[src/verilog/dcps_pkg.sv]
package dcps_pkg;
   // ----------------------------------------
   // Register map
   // ----------------------------------------
   localparam logic [15:0] PHASE_STATUS_ADDR = 16'h03f4;
   localparam logic [15:0] CMD_RESULT_DATA_ADDR = 16'h03f5;
   // ----------------------------------------
   // Status fields
   // ----------------------------------------
   localparam int ST_READY_BIT = 7;
   localparam int ST_TO_HOST_BIT = 6;
   localparam int ST_EXEC_BIT = 5;
   localparam int ST_BUSY_BIT = 4;
   localparam logic [7:0] STATUS_RESET = 8'h80;
   localparam logic [7:0] ST0_INVALID = 8'h80;
   // ----------------------------------------
   // Command codes, low five bits of opcode
   // ----------------------------------------
   localparam logic [4:0] OP_SPECIFY = 5'h03;
   localparam logic [4:0] OP_DRIVE_STATE = 5'h04;
   localparam logic [4:0] OP_WRITE_DATA = 5'h05;
   localparam logic [4:0] OP_READ_DATA = 5'h06;
   localparam logic [4:0] OP_RECALIBRATE = 5'h07;
   localparam logic [4:0] OP_SENSE_INT = 5'h08;
   localparam logic [4:0] OP_SEEK = 5'h0f;
   // ----------------------------------------
   // Sizes and timing
   // ----------------------------------------
   localparam int MAX_PARAMS = 8;
   localparam int MAX_RESULTS = 7;
   localparam int XFER_BYTES = 16;
   localparam int CLK_PERIOD_NS = 10;
   localparam int MECH_TIME_NS = 2000;
   localparam int MECH_CYCLES = MECH_TIME_NS / CLK_PERIOD_NS;
   // ----------------------------------------
   // Types
   // ----------------------------------------
   typedef enum logic [1:0] {
      EX_INTERNAL = 2'b00,
      EX_MECH = 2'b01,
      EX_TO_HOST = 2'b10,
      EX_FROM_HOST = 2'b11
   } dcps_exec_type;
   typedef enum logic [1:0] {
      PH_IDLE = 2'b00,
      PH_COMMAND = 2'b01,
      PH_EXEC = 2'b10,
      PH_RESULT = 2'b11
   } dcps_phase_type;
   typedef enum logic [2:0] {
      H_POLL = 3'b000,
      H_STAT = 3'b001,
      H_RDAT = 3'b010,
      H_DMA = 3'b011,
      H_DMAR = 3'b100,
      H_GAP = 3'b101
   } dcps_host_type;
endpackage

[src/verilog/dcps_if.sv]
// ----------------------------------------
// I/O port bus plus DMA channel between host and controller
// ----------------------------------------
interface dcps_if;
   logic [15:0] addr;
   logic rd;
   logic wr;
   logic [7:0] wdata;
   logic [7:0] rdata;
   logic floppy_dma_request;
   logic floppy_dma_to_mem;
   logic floppy_dma_acknowledge_n;
   modport dev (
      input addr, rd, wr, wdata, floppy_dma_acknowledge_n,
      output rdata, floppy_dma_request, floppy_dma_to_mem
   );
   modport host (
      output addr, rd, wr, wdata, floppy_dma_acknowledge_n,
      input rdata, floppy_dma_request, floppy_dma_to_mem
   );
endinterface

[src/verilog/dcps_device.sv]
module dcps_device #(
   parameter int XFER_BYTES = dcps_pkg::XFER_BYTES,
   parameter int MECH_CYCLES = dcps_pkg::MECH_CYCLES
) (
   input wire logic clk_i,
   input wire logic rst_n_i,
   dcps_if.dev bus,
   output logic [1:0] phase_o,
   output logic cmd_done_o
);
   // ----------------------------------------
   // Command table lookups
   // ----------------------------------------
   function automatic logic [3:0] param_count(input logic [4:0] op);
      case (op)
         dcps_pkg::OP_READ_DATA, dcps_pkg::OP_WRITE_DATA: param_count = 4'd8;
         dcps_pkg::OP_SPECIFY, dcps_pkg::OP_SEEK: param_count = 4'd2;
         dcps_pkg::OP_RECALIBRATE, dcps_pkg::OP_DRIVE_STATE: param_count = 4'd1;
         default: param_count = 4'd0;
      endcase
   endfunction

   function automatic logic [3:0] result_count(input logic [4:0] op);
      case (op)
         dcps_pkg::OP_READ_DATA, dcps_pkg::OP_WRITE_DATA: result_count = 4'd7;
         dcps_pkg::OP_SENSE_INT: result_count = 4'd2;
         dcps_pkg::OP_SPECIFY, dcps_pkg::OP_SEEK: result_count = 4'd0;
         dcps_pkg::OP_RECALIBRATE: result_count = 4'd0;
         default: result_count = 4'd1; // Drive state and invalid codes
      endcase
   endfunction

   function automatic dcps_pkg::dcps_exec_type exec_kind(input logic [4:0] op);
      case (op)
         dcps_pkg::OP_READ_DATA: exec_kind = dcps_pkg::EX_TO_HOST;
         dcps_pkg::OP_WRITE_DATA: exec_kind = dcps_pkg::EX_FROM_HOST;
         dcps_pkg::OP_SEEK, dcps_pkg::OP_RECALIBRATE: exec_kind = dcps_pkg::EX_MECH;
         default: exec_kind = dcps_pkg::EX_INTERNAL;
      endcase
   endfunction

   // ----------------------------------------
   // State
   // ----------------------------------------
   dcps_pkg::dcps_phase_type ph_r, ph_nxt;
   logic [7:0] opc_r, opc_nxt;
   logic [7:0] par_r [dcps_pkg::MAX_PARAMS], par_nxt [dcps_pkg::MAX_PARAMS];
   logic [3:0] idx_r, idx_nxt;
   logic [15:0] cnt_r, cnt_nxt;
   logic [7:0] sum_r, sum_nxt;
   logic [7:0] rdata_r, rdata_nxt;
   logic req_r, req_nxt;
   logic done_r, done_nxt;
   logic dir_r, dir_nxt;
   logic sel_stat, sel_data, dma_hit;
   logic [7:0] status;
   dcps_pkg::dcps_exec_type kind;

   assign sel_stat = (bus.addr == dcps_pkg::PHASE_STATUS_ADDR);
   assign sel_data = (bus.addr == dcps_pkg::CMD_RESULT_DATA_ADDR);
   assign dma_hit = req_r && !bus.floppy_dma_acknowledge_n;
   assign kind = exec_kind(opc_r[4:0]);

   // Ready and direction for host pacing
   always_comb begin
      status = 8'h00;
      status[dcps_pkg::ST_READY_BIT] = (ph_r != dcps_pkg::PH_EXEC);
      status[dcps_pkg::ST_TO_HOST_BIT] = (ph_r == dcps_pkg::PH_RESULT);
      status[dcps_pkg::ST_EXEC_BIT] = (ph_r == dcps_pkg::PH_EXEC);
      status[dcps_pkg::ST_BUSY_BIT] = (ph_r != dcps_pkg::PH_IDLE);
   end

   // ----------------------------------------
   // Phase sequencer next state
   // ----------------------------------------
   always_comb begin
      ph_nxt = ph_r;
      opc_nxt = opc_r;
      par_nxt = par_r;
      idx_nxt = idx_r;
      cnt_nxt = cnt_r;
      sum_nxt = sum_r;
      rdata_nxt = rdata_r;
      req_nxt = 1'b0;
      done_nxt = 1'b0;
      if (bus.rd && sel_stat) begin
         rdata_nxt = status;
      end
      case (ph_r)
         dcps_pkg::PH_IDLE: begin
            // Stays here until the host writes an opcode
            if (bus.wr && sel_data) begin
               opc_nxt = bus.wdata;
               idx_nxt = 4'd0;
               sum_nxt = 8'h00;
               if (param_count(bus.wdata[4:0]) == 4'd0) begin
                  ph_nxt = dcps_pkg::PH_EXEC;
                  cnt_nxt = 16'd0;
               end else begin
                  ph_nxt = dcps_pkg::PH_COMMAND;
               end
            end
         end
         dcps_pkg::PH_COMMAND: begin
            if (bus.wr && sel_data) begin
               par_nxt[idx_r[2:0]] = bus.wdata;
               idx_nxt = idx_r + 4'd1;
               if (idx_r + 4'd1 == param_count(opc_r[4:0])) begin
                  // No extra host action needed to start
                  ph_nxt = dcps_pkg::PH_EXEC;
                  cnt_nxt = 16'd0;
               end
            end
         end
         dcps_pkg::PH_EXEC: begin
            case (kind)
               dcps_pkg::EX_TO_HOST, dcps_pkg::EX_FROM_HOST: begin
                  // Request dropped a cycle after each acknowledge
                  req_nxt = !dma_hit && (cnt_r < 16'(XFER_BYTES));
                  if (dma_hit) begin
                     cnt_nxt = cnt_r + 16'd1;
                     if (kind == dcps_pkg::EX_TO_HOST && bus.rd) begin
                        rdata_nxt = cnt_r[7:0] ^ par_r[1];
                     end
                     if (kind == dcps_pkg::EX_FROM_HOST && bus.wr) begin
                        sum_nxt = sum_r ^ bus.wdata;
                     end
                  end
               end
               dcps_pkg::EX_MECH: begin
                  cnt_nxt = cnt_r + 16'd1;
               end
               default: begin
                  cnt_nxt = cnt_r;
               end
            endcase
            if ((kind == dcps_pkg::EX_INTERNAL)
                || (kind == dcps_pkg::EX_MECH && cnt_r == 16'(MECH_CYCLES - 1))
                || (kind[1] && cnt_r == 16'(XFER_BYTES))) begin
               idx_nxt = 4'd0;
               if (result_count(opc_r[4:0]) == 4'd0) begin
                  ph_nxt = dcps_pkg::PH_IDLE;
                  done_nxt = 1'b1;
               end else begin
                  ph_nxt = dcps_pkg::PH_RESULT;
               end
            end
         end
         dcps_pkg::PH_RESULT: begin
            if (bus.rd && sel_data) begin
               // First byte reports the command, second the data check
               if (idx_r == 4'd0) begin
                  rdata_nxt = (param_count(opc_r[4:0]) == 4'd0
                               && result_count(opc_r[4:0]) == 4'd1
                               && opc_r[4:0] != dcps_pkg::OP_DRIVE_STATE)
                              ? dcps_pkg::ST0_INVALID : {3'b000, opc_r[4:0]};
               end else if (idx_r == 4'd1) begin
                  rdata_nxt = sum_r;
               end else begin
                  rdata_nxt = par_r[idx_r[2:0]];
               end
               idx_nxt = idx_r + 4'd1;
               if (idx_r + 4'd1 == result_count(opc_r[4:0])) begin
                  ph_nxt = dcps_pkg::PH_IDLE;
                  done_nxt = 1'b1;
               end
            end
         end
         default: begin
            ph_nxt = dcps_pkg::PH_IDLE;
         end
      endcase
      // Direction follows the opcode, so it is steady before any request
      dir_nxt = (opc_nxt[4:0] == dcps_pkg::OP_READ_DATA);
   end

   // ----------------------------------------
   // Registers
   // ----------------------------------------
   always_ff @(posedge clk_i or negedge rst_n_i) begin
      if (!rst_n_i) begin
         ph_r <= dcps_pkg::PH_IDLE;
         opc_r <= 8'h00;
         for (int i = 0; i < dcps_pkg::MAX_PARAMS; i++) begin
            par_r[i] <= 8'h00;
         end
         idx_r <= 4'd0;
         cnt_r <= 16'd0;
         sum_r <= 8'h00;
         rdata_r <= 8'h00;
         req_r <= 1'b0;
         done_r <= 1'b0;
         dir_r <= 1'b0;
      end else begin
         ph_r <= ph_nxt;
         opc_r <= opc_nxt;
         par_r <= par_nxt;
         idx_r <= idx_nxt;
         cnt_r <= cnt_nxt;
         sum_r <= sum_nxt;
         rdata_r <= rdata_nxt;
         req_r <= req_nxt;
         done_r <= done_nxt;
         dir_r <= dir_nxt;
      end
   end

   // Outputs straight from flops
   assign bus.rdata = rdata_r;
   assign bus.floppy_dma_request = req_r;
   assign bus.floppy_dma_to_mem = dir_r;
   assign phase_o = ph_r;
   assign cmd_done_o = done_r;
endmodule

[src/flat_wrapper.sv]
// flat-port wrapper written by rule: the top's interface ports become plain ports
module dcps_device_flat 
#(
   parameter int XFER_BYTES = dcps_pkg::XFER_BYTES,
   parameter int MECH_CYCLES = dcps_pkg::MECH_CYCLES
)
  (clk_i, rst_n_i, phase_o, cmd_done_o, bus_addr, bus_rd, bus_wr, bus_wdata, bus_floppy_dma_acknowledge_n, bus_rdata, bus_floppy_dma_request, bus_floppy_dma_to_mem);
  dcps_if bus_i ();
  input wire logic clk_i;
  input wire logic rst_n_i;
  output logic [1:0] phase_o;
  output logic cmd_done_o;
  input wire logic [$bits(bus_i.addr)-1:0] bus_addr;
  input wire logic [$bits(bus_i.rd)-1:0] bus_rd;
  input wire logic [$bits(bus_i.wr)-1:0] bus_wr;
  input wire logic [$bits(bus_i.wdata)-1:0] bus_wdata;
  input wire logic [$bits(bus_i.floppy_dma_acknowledge_n)-1:0] bus_floppy_dma_acknowledge_n;
  output wire logic [$bits(bus_i.rdata)-1:0] bus_rdata;
  output wire logic [$bits(bus_i.floppy_dma_request)-1:0] bus_floppy_dma_request;
  output wire logic [$bits(bus_i.floppy_dma_to_mem)-1:0] bus_floppy_dma_to_mem;
  assign bus_i.addr = bus_addr;
  assign bus_i.rd = bus_rd;
  assign bus_i.wr = bus_wr;
  assign bus_i.wdata = bus_wdata;
  assign bus_i.floppy_dma_acknowledge_n = bus_floppy_dma_acknowledge_n;
  assign bus_rdata = bus_i.rdata;
  assign bus_floppy_dma_request = bus_i.floppy_dma_request;
  assign bus_floppy_dma_to_mem = bus_i.floppy_dma_to_mem;
  dcps_device #(.XFER_BYTES(XFER_BYTES), .MECH_CYCLES(MECH_CYCLES)) u_core (.clk_i(clk_i), .rst_n_i(rst_n_i), .bus(bus_i), .phase_o(phase_o), .cmd_done_o(cmd_done_o));
endmodule
[config.mk]
export PLATFORM = sky130hd
export DESIGN_NAME = dcps_device_flat
export DESIGN_NICKNAME = d
export VERILOG_FILES = /design/src/verilog/dcps_pkg.sv /design/src/verilog/dcps_if.sv /design/src/verilog/dcps_device.sv /design/src/flat_wrapper.sv
export SDC_FILE = /design/constraint.sdc
export NUM_CORES = 1
export LEC_CHECK = 0
export BUFFER_PORTS_ARGS = -buffer_cell sky130_fd_sc_hd__buf_2
export CORE_AREA = 8 8 175 177
export DETAILED_ROUTE_END_ITERATION = 16
export DIE_AREA = 0 0 183 185
export GPL_TIMING_DRIVEN = 0
export PLACE_DENSITY_LB_ADDON = 0.08
export SLEW_MARGIN = 15
export SYNTH_ARGS = -nofsm -noshare
export SYNTH_HDL_FRONTEND = slang
export SYNTH_SLANG_ARGS = --single-unit
export TNS_END_PERCENT = 30
[constraint.sdc]
create_clock -name clk_i -period 5.4 [get_ports clk_i]
set_clock_uncertainty 0.2 [all_clocks]
set_input_delay 0.54 -clock clk_i [delete_from_list [all_inputs] [get_ports clk_i]]
set_output_delay 0.54 -clock clk_i [all_outputs]
set_load 0.05 [all_outputs]
==> out/metrics.yaml, run 1 <==
status: "finished clean"
grt_pass1_vias: 5181
hold_buffers: 1
synth_flop_cell: "dfrtp_1"
worst_setup_path_start_kind: "register"
routedWlPerCell_um: 20.3
placed_cells_incl_taps: 1014
synth_cells: 588
cts_setup_buffers: 0
vias: 4903
fin_tns_setup_ns: 0
drv_cap: 0
clkLatencyLatePin_ns: 0.37
finalHoldViolations: 0
power.density_nw_per_um2: 216
path_buf_inv: 3
dieArea_sq_um: 33900
dieHeight_um: 185
cp.arrival_ns: 3.58
synth_compound_area_frac: 0.115
boundaryPins: 42
synth_top_family_by_area: "simple AND/OR/NAND/NOR gates"
avgSynthCellArea_sq_um: 10.7
routabilityCongestion: 0.775
synthAdderAreaFrac: 0.00991
r2r-start: "u_core.idx_r[1]"
antenna_cells: 0
final_nets: 676
synth-seq-area-share: 0.436
port_buffers: 41
crit_start: "u_core.idx_r[1]"
overflow: 0
yosys_register_bits: 110
rsz0062_at_grt: "no"
worst_pin_slew_ns: 1.03
drc: 0
final_util: 0.262
die_w_um: 183
clkTransAtPathRegs_ns: 0.09
clock-sinks: 110
grt_pass1_wl_mm: 32.8
setup_violations: 0
root_buffer: "clkbuf_16"
ant_nets: 0
synth_xor_area_frac: 0.0345
synth_mux_area_frac: 0.178
grt_max_degree: 64
synth_edf_count: 0
final_cell_mix: "110 x dfrtp_1, 70 x mux2_2, 50 x buf_2"
ctsResizeCount: 0
crit_chain: "buf_2 -> clkinv_1 -> ha_1 -> or3b_2 -> clkbuf_1 -> nand2_1 -> nor3_1 -> a311oi_1 -> a211oi_1 -> or3_1"
syn-cell-area_sq_um: 6310
layout_setup_ws_ns: 1.86
critPathTopFamily: "simple AND/OR/NAND/NOR gates"
crit_type: "reg2reg"
grt.total_usage: 0.128
final_cells: 1031
required_ns: 5.45
antenna_found_initial: 0
yosys.area_share.simple: 0.190
hp-class: "reg2reg"
cts_buffer_depth: 2
cp_slowest_cell: "a311oi_1"
pre_cts_ws_ns: 1.95
vias_per_cell: 4.76
post_route_cells_drive_above_1_share: 0.272
rows: 62
cts_made_buffers: 9
layout_min_cycle_time_ns: 3.54
crit_fanout: 9
core_sq_um: 28100
critPathMaxStageDelay_ns: 0.54
relSlewSlack: 0.304
dr.pass1.iters: 4
async_flop_share: 1.00
leakagePower_uw: 0.00331
placed_area_sq_um: 7040
place_hpwl_mm: 15.7
tritoncts: "done"
start_util: 0.225
totalWireLength_mm: 20.9
htreeDepth: 3
period_share: 0.655
slew_viol_final: 0
synth_fp_nets: 622
final_common_cell: "dfrtp_1"
fmax_mhz: 283
worst_setup_path_end_kind: "register"
synth.distinct_cells: 76
stdcell_area_sq_um: 7360
ir_worst_vdd_mv: 0.140
area.growth.synth_to_final_pct: 16.6
min_from: "u_core.par_r[11]"
yosys_warnings: 0
drt_first_iter_violations: 268
worst paths after layout:
kind | cells past startpoint | end | slack (ns)
max | 10 | u_core.bus.rdata[1] | 1.86
min | 1 | u_core.par_r[11] | 0.29
max reg2reg | 10 | u_core.bus.rdata[1] | 1.86
min reg2reg | 1 | u_core.par_r[11] | 0.29
max in group asynchronous | 3 | u_core.par_r[53] | 3.78
min in group asynchronous | 2 | u_core.opc_r[2] | 0.48
sequential cells by signal, indices dropped and copies added, names as in the netlist:
name / count
u_core.par_r: 64
u_core.cnt_r: 16
u_core.bus.rdata: 8
u_core.sum_r: 8
u_core.opc_r: 5
u_core.idx_r: 4
u_core.phase_o: 2
u_core.bus.floppy_dma_request: 1
u_core.bus.floppy_dma_to_mem: 1
u_core.cmd_done_o: 1
metal layers:
layer / routed length, um / track usage / vias to the layer above
met4: 663 / 0.0540 / 0
li1: - / - / 2286
met3: 707 / 0.0194 / 27
met5: 0 / 0 / -
met2: 9580 / 0.209 / 101
met1: 9980 / 0.167 / 2489
layout make-up:
type	instances	area (sq um)
Clock inverter	7	86.3
Multi-Input combinational cell	430	3330
Clock buffer	9	225
Inverter	10	37.5
Buffer	38	196
Sequential cell	110	2750
Tap cell	384	480
Fill cell	3032	20700
Timing Repair Buffer	43	249
synthesized netlist by cell type, drive strengths merged (4+ instances only):
cell type / instances / area share
dfrtp: 110 / 0.44
inv: 7 / 0.0042
nor2: 40 / 0.028
mux2: 72 / 0.13
nor2b: 5 / 0.0050
a211oi: 5 / 0.0059
a21oi: 25 / 0.020
nor3: 22 / 0.025
xnor2: 11 / 0.016
o22ai: 4 / 0.0040
and3: 13 / 0.013
clkbuf: 20 / 0.012
and2: 4 / 0.0040
nand3: 19 / 0.015
buf: 18 / 0.019
mux4: 9 / 0.032
nand2: 40 / 0.024
nand2b: 8 / 0.0079
o21ai: 24 / 0.019
nor4: 8 / 0.016
a21boi: 4 / 0.0048
ha: 5 / 0.0099
xor2: 13 / 0.018
a31oi: 21 / 0.021
nand4: 10 / 0.012
mux2i: 11 / 0.017
worst register-to-register path: cells and delay by family (launching register included):
kind                     cells  cell delay (ns)
adder cells (fa/ha/maj)      1             0.21
AND/OR/NAND/NOR              4             1.18
AO/OA/AOI/OAI                2             0.70
buffers and inverters        3             0.74
flip-flops                   1             0.40
power by group:
group          total, uW  internal, uW  switching, uW
Sequential           824           823          0.292
Clock                704           333            371
Combinational       61.7          17.2           44.5
per-stage QoR:
| stage | power (uW) | hold slack [ns] |
|---|---|---|
| after floorplan | 855 | 0.0444 |
| after detailed placement | 903 | 0.277 |
| after CTS | 1620 | 0.299 |
| after global routing | 1650 | 0.327 |
| final | 1590 | 0.292 |
| after global placement | 899 | 0.267 |
cells by family (layout without fill, tap and decap cells):
kind of cell,count (synthesis),after routing
adders and majority gates,5,5
DFF,110,110
buffers and inverters,48,107
AOI/OAI and AO/OA,112,112
and+or+nand+nor,197,197
xor gates and xnor gates,24,24
muxes,92,92
Note: power is estimated with default switching activity, not from simulation.
==> run 2, diff against run 1 <==
Clock period 5.4 ns to 3.6 ns, I/O delays scaled along.
==> out/metrics.yaml, run 2 (synthesis gave the netlist of run 1 again) <==
status: "finished clean"
cts_made_buffers: 9
final_common_cell: "dfrtp_1"
period_share: 0.975
power.density_nw_per_um2: 323
htreeDepth: 3
boundaryPins: 42
final_cell_mix: "110 x dfrtp_1, 70 x mux2_2, 50 x buf_2"
grt_max_degree: 64
worst_setup_path_start_kind: "register"
cts_setup_buffers: 0
routedWlPerCell_um: 20.3
setup_violations: 0
hp-class: "in2reg"
start_util: 0.225
routabilityCongestion: 0.775
worst_pin_slew_ns: 1.04
grt.total_usage: 0.128
crit_type: "reg2reg"
place_hpwl_mm: 15.7
fin_tns_setup_ns: 0
min_from: "bus_wdata[3]"
drt_first_iter_violations: 268
fmax_mhz: 285
largest_register: "u_core.par_r"
required_ns: 3.64
r2r_end: "u_core.bus.rdata[1]"
vias: 4907
rows: 62
drv_cap: 0
reg_top3: "u_core.par_r x64, u_core.cnt_r x16"
dr.pass1.iters: 4
final_nets: 676
rsz0062_at_grt: "no"
pre_cts_ws_ns: 0.148
r2r_setup_slack_ns: 0.09
antenna_cells: 0
clkTransAtPathRegs_ns: 0.09
final_cells: 1031
leakagePower_uw: 0.00331
seqCellArea_sq_um: 2750
clkLatencyLatePin_ns: 0.37
crit_fanout: 9
slew_viol_final: 0
largest_reg_flops: 64
final_util: 0.262
root_buffer: "clkbuf_16"
multi_input_area_sq_um: 3330
holdPathEnd: "u_core.bus.floppy_dma_to_mem"
relSlewSlack: 0.304
r2r-start: "u_core.idx_r[1]"
crit_chain: "buf_2 -> clkinvlp_4 -> ha_1 -> or3b_2 -> clkbuf_1 -> nand2_1 -> nor3_1 -> a311oi_1 -> a211oi_1 -> or3_1"
port_buffers: 41
finalHoldViolations: 0
worst_setup_path_end_kind: "register"
ant_nets: 0
dieArea_sq_um: 33900
cp_slowest_cell: "a311oi_1"
fillers: 3032
grt_pass1_wl_mm: 32.8
rr_worst_depth: 10
layout_setup_ws_ns: 0.0917
drc: 0
dieHeight_um: 185
cts_buffer_depth: 2
grt_pass1_vias: 5181
tritoncts: "done"
ir_worst_vdd_mv: 0.209
antenna_found_initial: 0
holdPathStages: 4
area.growth.synth_to_final_pct: 16.7
die_w_um: 183
cp.arrival_ns: 3.55
vias_per_cell: 4.76
totalWireLength_mm: 20.9
overflow: 0
post_route_cells_drive_above_1_share: 0.275
core_sq_um: 28100
placed_cells_incl_taps: 1014
clock-sinks: 110
layout_min_cycle_time_ns: 3.51
critPathMaxStageDelay_ns: 0.54
==> run 2: per-layer routing <==
metal	part of all wire	global-route usage
met5	0	0
met3	0.034	0.0194
met1	0.48	0.167
met2	0.46	0.209
met4	0.032	0.0540
==> run 2: cell type report <==
type / count / area share
Timing Repair Buffer: 43 / 0.0338
Inverter: 10 / 0.00611
Sequential cell: 110 / 0.374
Clock buffer: 9 / 0.0306
Buffer: 38 / 0.0267
Multi-Input combinational cell: 430 / 0.452
Clock inverter: 7 / 0.0117
Tap cell: 384 / 0.0652
==> run 2: worst max-delay path by stage <==
stage / startpoint / end / slack, ns / cells past startpoint
6_report: u_core.idx_r[1] / u_core.bus.rdata[1] / 0.09 / 10
5_1_grt: u_core.idx_r[1] / u_core.bus.rdata[1] / 0.02 / 10
4_1_cts: u_core.idx_r[1] / u_core.bus.rdata[1] / 0.13 / 10
3_5_place_dp: u_core.idx_r[1] / u_core.bus.rdata[1] / 0.15 / 10
3_3_place_gp: u_core.idx_r[1] / u_core.bus.rdata[1] / 0.15 / 10
2_1_floorplan: u_core.idx_r[1] / u_core.bus.rdata[1] / 1.01 / 10
==> run 2: power breakdown <==
group | internal, uW | total (uW) | switching [uW]
Clock | 500 | 1050 | 554
Combinational | 25.8 | 92.8 | 67.0
Sequential | 1230 | 1240 | 0.439
Total | 1760 | 2380 | 622
==> run 2: timing repair <==
item,4_1_cts,5_1_grt
endpoints found under the hold margin,47,0
resized for setup,0,2
setup endpoints to repair,0,1
hold buffers,1,0
==> run 2: worst max-delay path: cells and delay by family, from the launching register on <==
family	cells	cell delay, ns
AO/OA/AOI/OAI	2	0.70
adder cells (fa/ha/maj)	1	0.19
buffers and inverters	3	0.73
flip-flops	1	0.40
AND/OR/NAND/NOR	4	1.18
==> run 2: stage by stage <==
step	hold slack, ns	total power, uW	cell area [sq um]
global route	0.172	2480	7370
global placement	0.267	1350	7000
finish	0.142	2380	7370
CTS	0.133	2430	7360
floorplan	-0.136	1280	6310
detailed placement	0.149	1350	7040
==> run 3, diff against run 2 <==
Settings changed: BUFFER_PORTS_ARGS -buffer_cell sky130_fd_sc_hd__buf_2 to unset, DONT_BUFFER_PORTS set to 1.
Clock period 3.6 ns to 3.2 ns, I/O delays scaled along.
==> out/metrics.yaml, run 3 (synthesis gave the netlist of run 1 again) <==
finalHoldViolations: 0
crit_type: "reg2reg"
place_hpwl_mm: 15.5
power.density_nw_per_um2: 370
drt_first_iter_violations: 308
htreeDepth: 3
required_ns: 3.29
status: "finished clean"
fmax_mhz: 327
area.growth.synth_to_final_pct: 14.7
use_met2: 0.215
stdcell_area_sq_um: 7240
timing.hold.ws_ns: 0.0149
post_route_cells_drive_above_1_share: 0.234
worst_pin_slew_ns: 0.996
core_sq_um: 28100
dieArea_sq_um: 33900
die_w_um: 183
totalWireLength_mm: 21.5
boundaryPins: 42
grt.busiest_layer: "met2"
root_buffer: "clkbuf_16"
r2r_end: "u_core.cnt_r[15]"
leakagePower_uw: 0.00319
setup_violations: 0
period_share: 0.956
total_power_uw: 2680
layout_min_cycle_time_ns: 3.06
routabilityCongestion: 0.764
cts_made_buffers: 9
cts_buffer_depth: 2
rr_worst_depth: 9
fillers: 3014
drv_cap: 0
grt.total_usage: 0.130
routedWlPerCell_um: 21.6
grtUsageMet3: 0.0284
grt_max_degree: 111
antenna_cells: 0
r2r-start: "u_core.opc_r[1]"
r2r_setup_slack_ns: 0.14
endpoint: "u_core.cnt_r[15]"
final_cells: 996
crit_start: "u_core.opc_r[1]"
vias_per_cell: 4.82
crit_fanout: 10
largest_register: "u_core.par_r"
start_util: 0.225
clock-sinks: 110
vias: 4805
final_common_cell: "dfrtp_1"
dieHeight_um: 185
hp-class: "in2reg"
worst_setup_path_end_kind: "register"
rows: 62
met1_usage: 0.171
ir_worst_vdd_mv: 0.223
slew_viol_final: 0
final_nets: 641
relSlewSlack: 0.329
ant_nets: 0
clkLatencyLatePin_ns: 0.37
overflow: 0
rsz0062_at_grt: "no"
final_cell_mix: "109 x dfrtp_1, 70 x mux2_2, 39 x nand2_1"
placed_area_sq_um: 6800
worst_setup_path_start_kind: "register"
antenna_found_initial: 0
dr.pass1.iters: 5
reg_top3: "u_core.par_r x64, u_core.cnt_r x16"
tritoncts: "done"
clkTransAtPathRegs_ns: 0.09
drc: 0
largest_reg_flops: 64
grt_pass1_wl_mm: 33.0
grt_pass1_vias: 5056
cp.arrival_ns: 3.14
placed_cells_incl_taps: 972
port_buffers: 0
run 3: cell types whose count changed in the layout (fill, tap and decap cells not counted), sizes merged:
cell	previous run	this run
clkinvlp	2	0
inv	9	11
clkbuf	29	28
dlygate4sd3	1	8
buf	60	19
run 3: final cells by class:
type,count,area [sq um],share of cell area
well taps,384,480,0.0663
repair buffers,10,115,0.0159
multi-input cells,430,3350,0.463
clock buffers,9,225,0.0311
inverters,10,40.0,0.00553
plain buffers,36,191,0.0264
clock inverters,7,86.3,0.0119
flip-flops and latches,110,2750,0.380
run 3: timing repair:
| action | CTS | global route |
|---|---|---|
| endpoints found under the hold margin | 137 | 0 |
| setup endpoints to repair | 9 | 12 |
| cloned | 0 | 0 |
| resized for setup | 5 | 4 |
| hold buffers | 9 | 0 |
| pin swaps | 0 | 1 |
| setup buffers | 0 | 1 |
run 3: worst min path at each step:
stage                 startpoint  cells past startpoint                             to
detailed placement       rst_n_i                      0                u_core.opc_r[1]
CTS                 bus_wdata[7]                      3                u_core.sum_r[7]
finish              bus_wdata[6]                      3                u_core.sum_r[6]
global placement         rst_n_i                      0                u_core.opc_r[1]
floorplan                rst_n_i                      0  u_core.bus.floppy_dma_request
global route        bus_wdata[6]                      3                u_core.sum_r[6]
run 3: metal layers:
layer | part of all wire | wire (um)
met1 | 0.46 | 9960
met5 | 0 | 0
met4 | 0.015 | 320
met3 | 0.047 | 1020
met2 | 0.47 | 10200
run 3: critical path: stages (launching register included):
cell and delay (ns):
dfrtp_1 0.37, buf_2 0.19, xnor2_2 0.42, nor3_1 0.13, o21ai_0 0.80, nand2_1 0.11, and3_1 0.26, buf_6 0.15
buf_8 0.14, a31oi_1 0.19
run 3: where the power goes:
group          switching, uW  total [uW]  internal, uW  leakage, uW
Sequential              1.49        1390          1390      0.00152
Combinational           61.1        82.8          21.7      0.00153
Clock                    637        1200           568     0.000151
Total                    700        2680          1980      0.00319
run 3: metrics by stage:
stage	utilization	worst slack [ns]	setup TNS (ns)
after CTS	0.258	0.0148	0
after floorplan	-	0.612	0
after detailed placement	0.242	-0.238	-1.34
after global routing	0.258	0.0518	0
final	0.258	0.142	0
after global placement	0.242	-0.237	-1.66
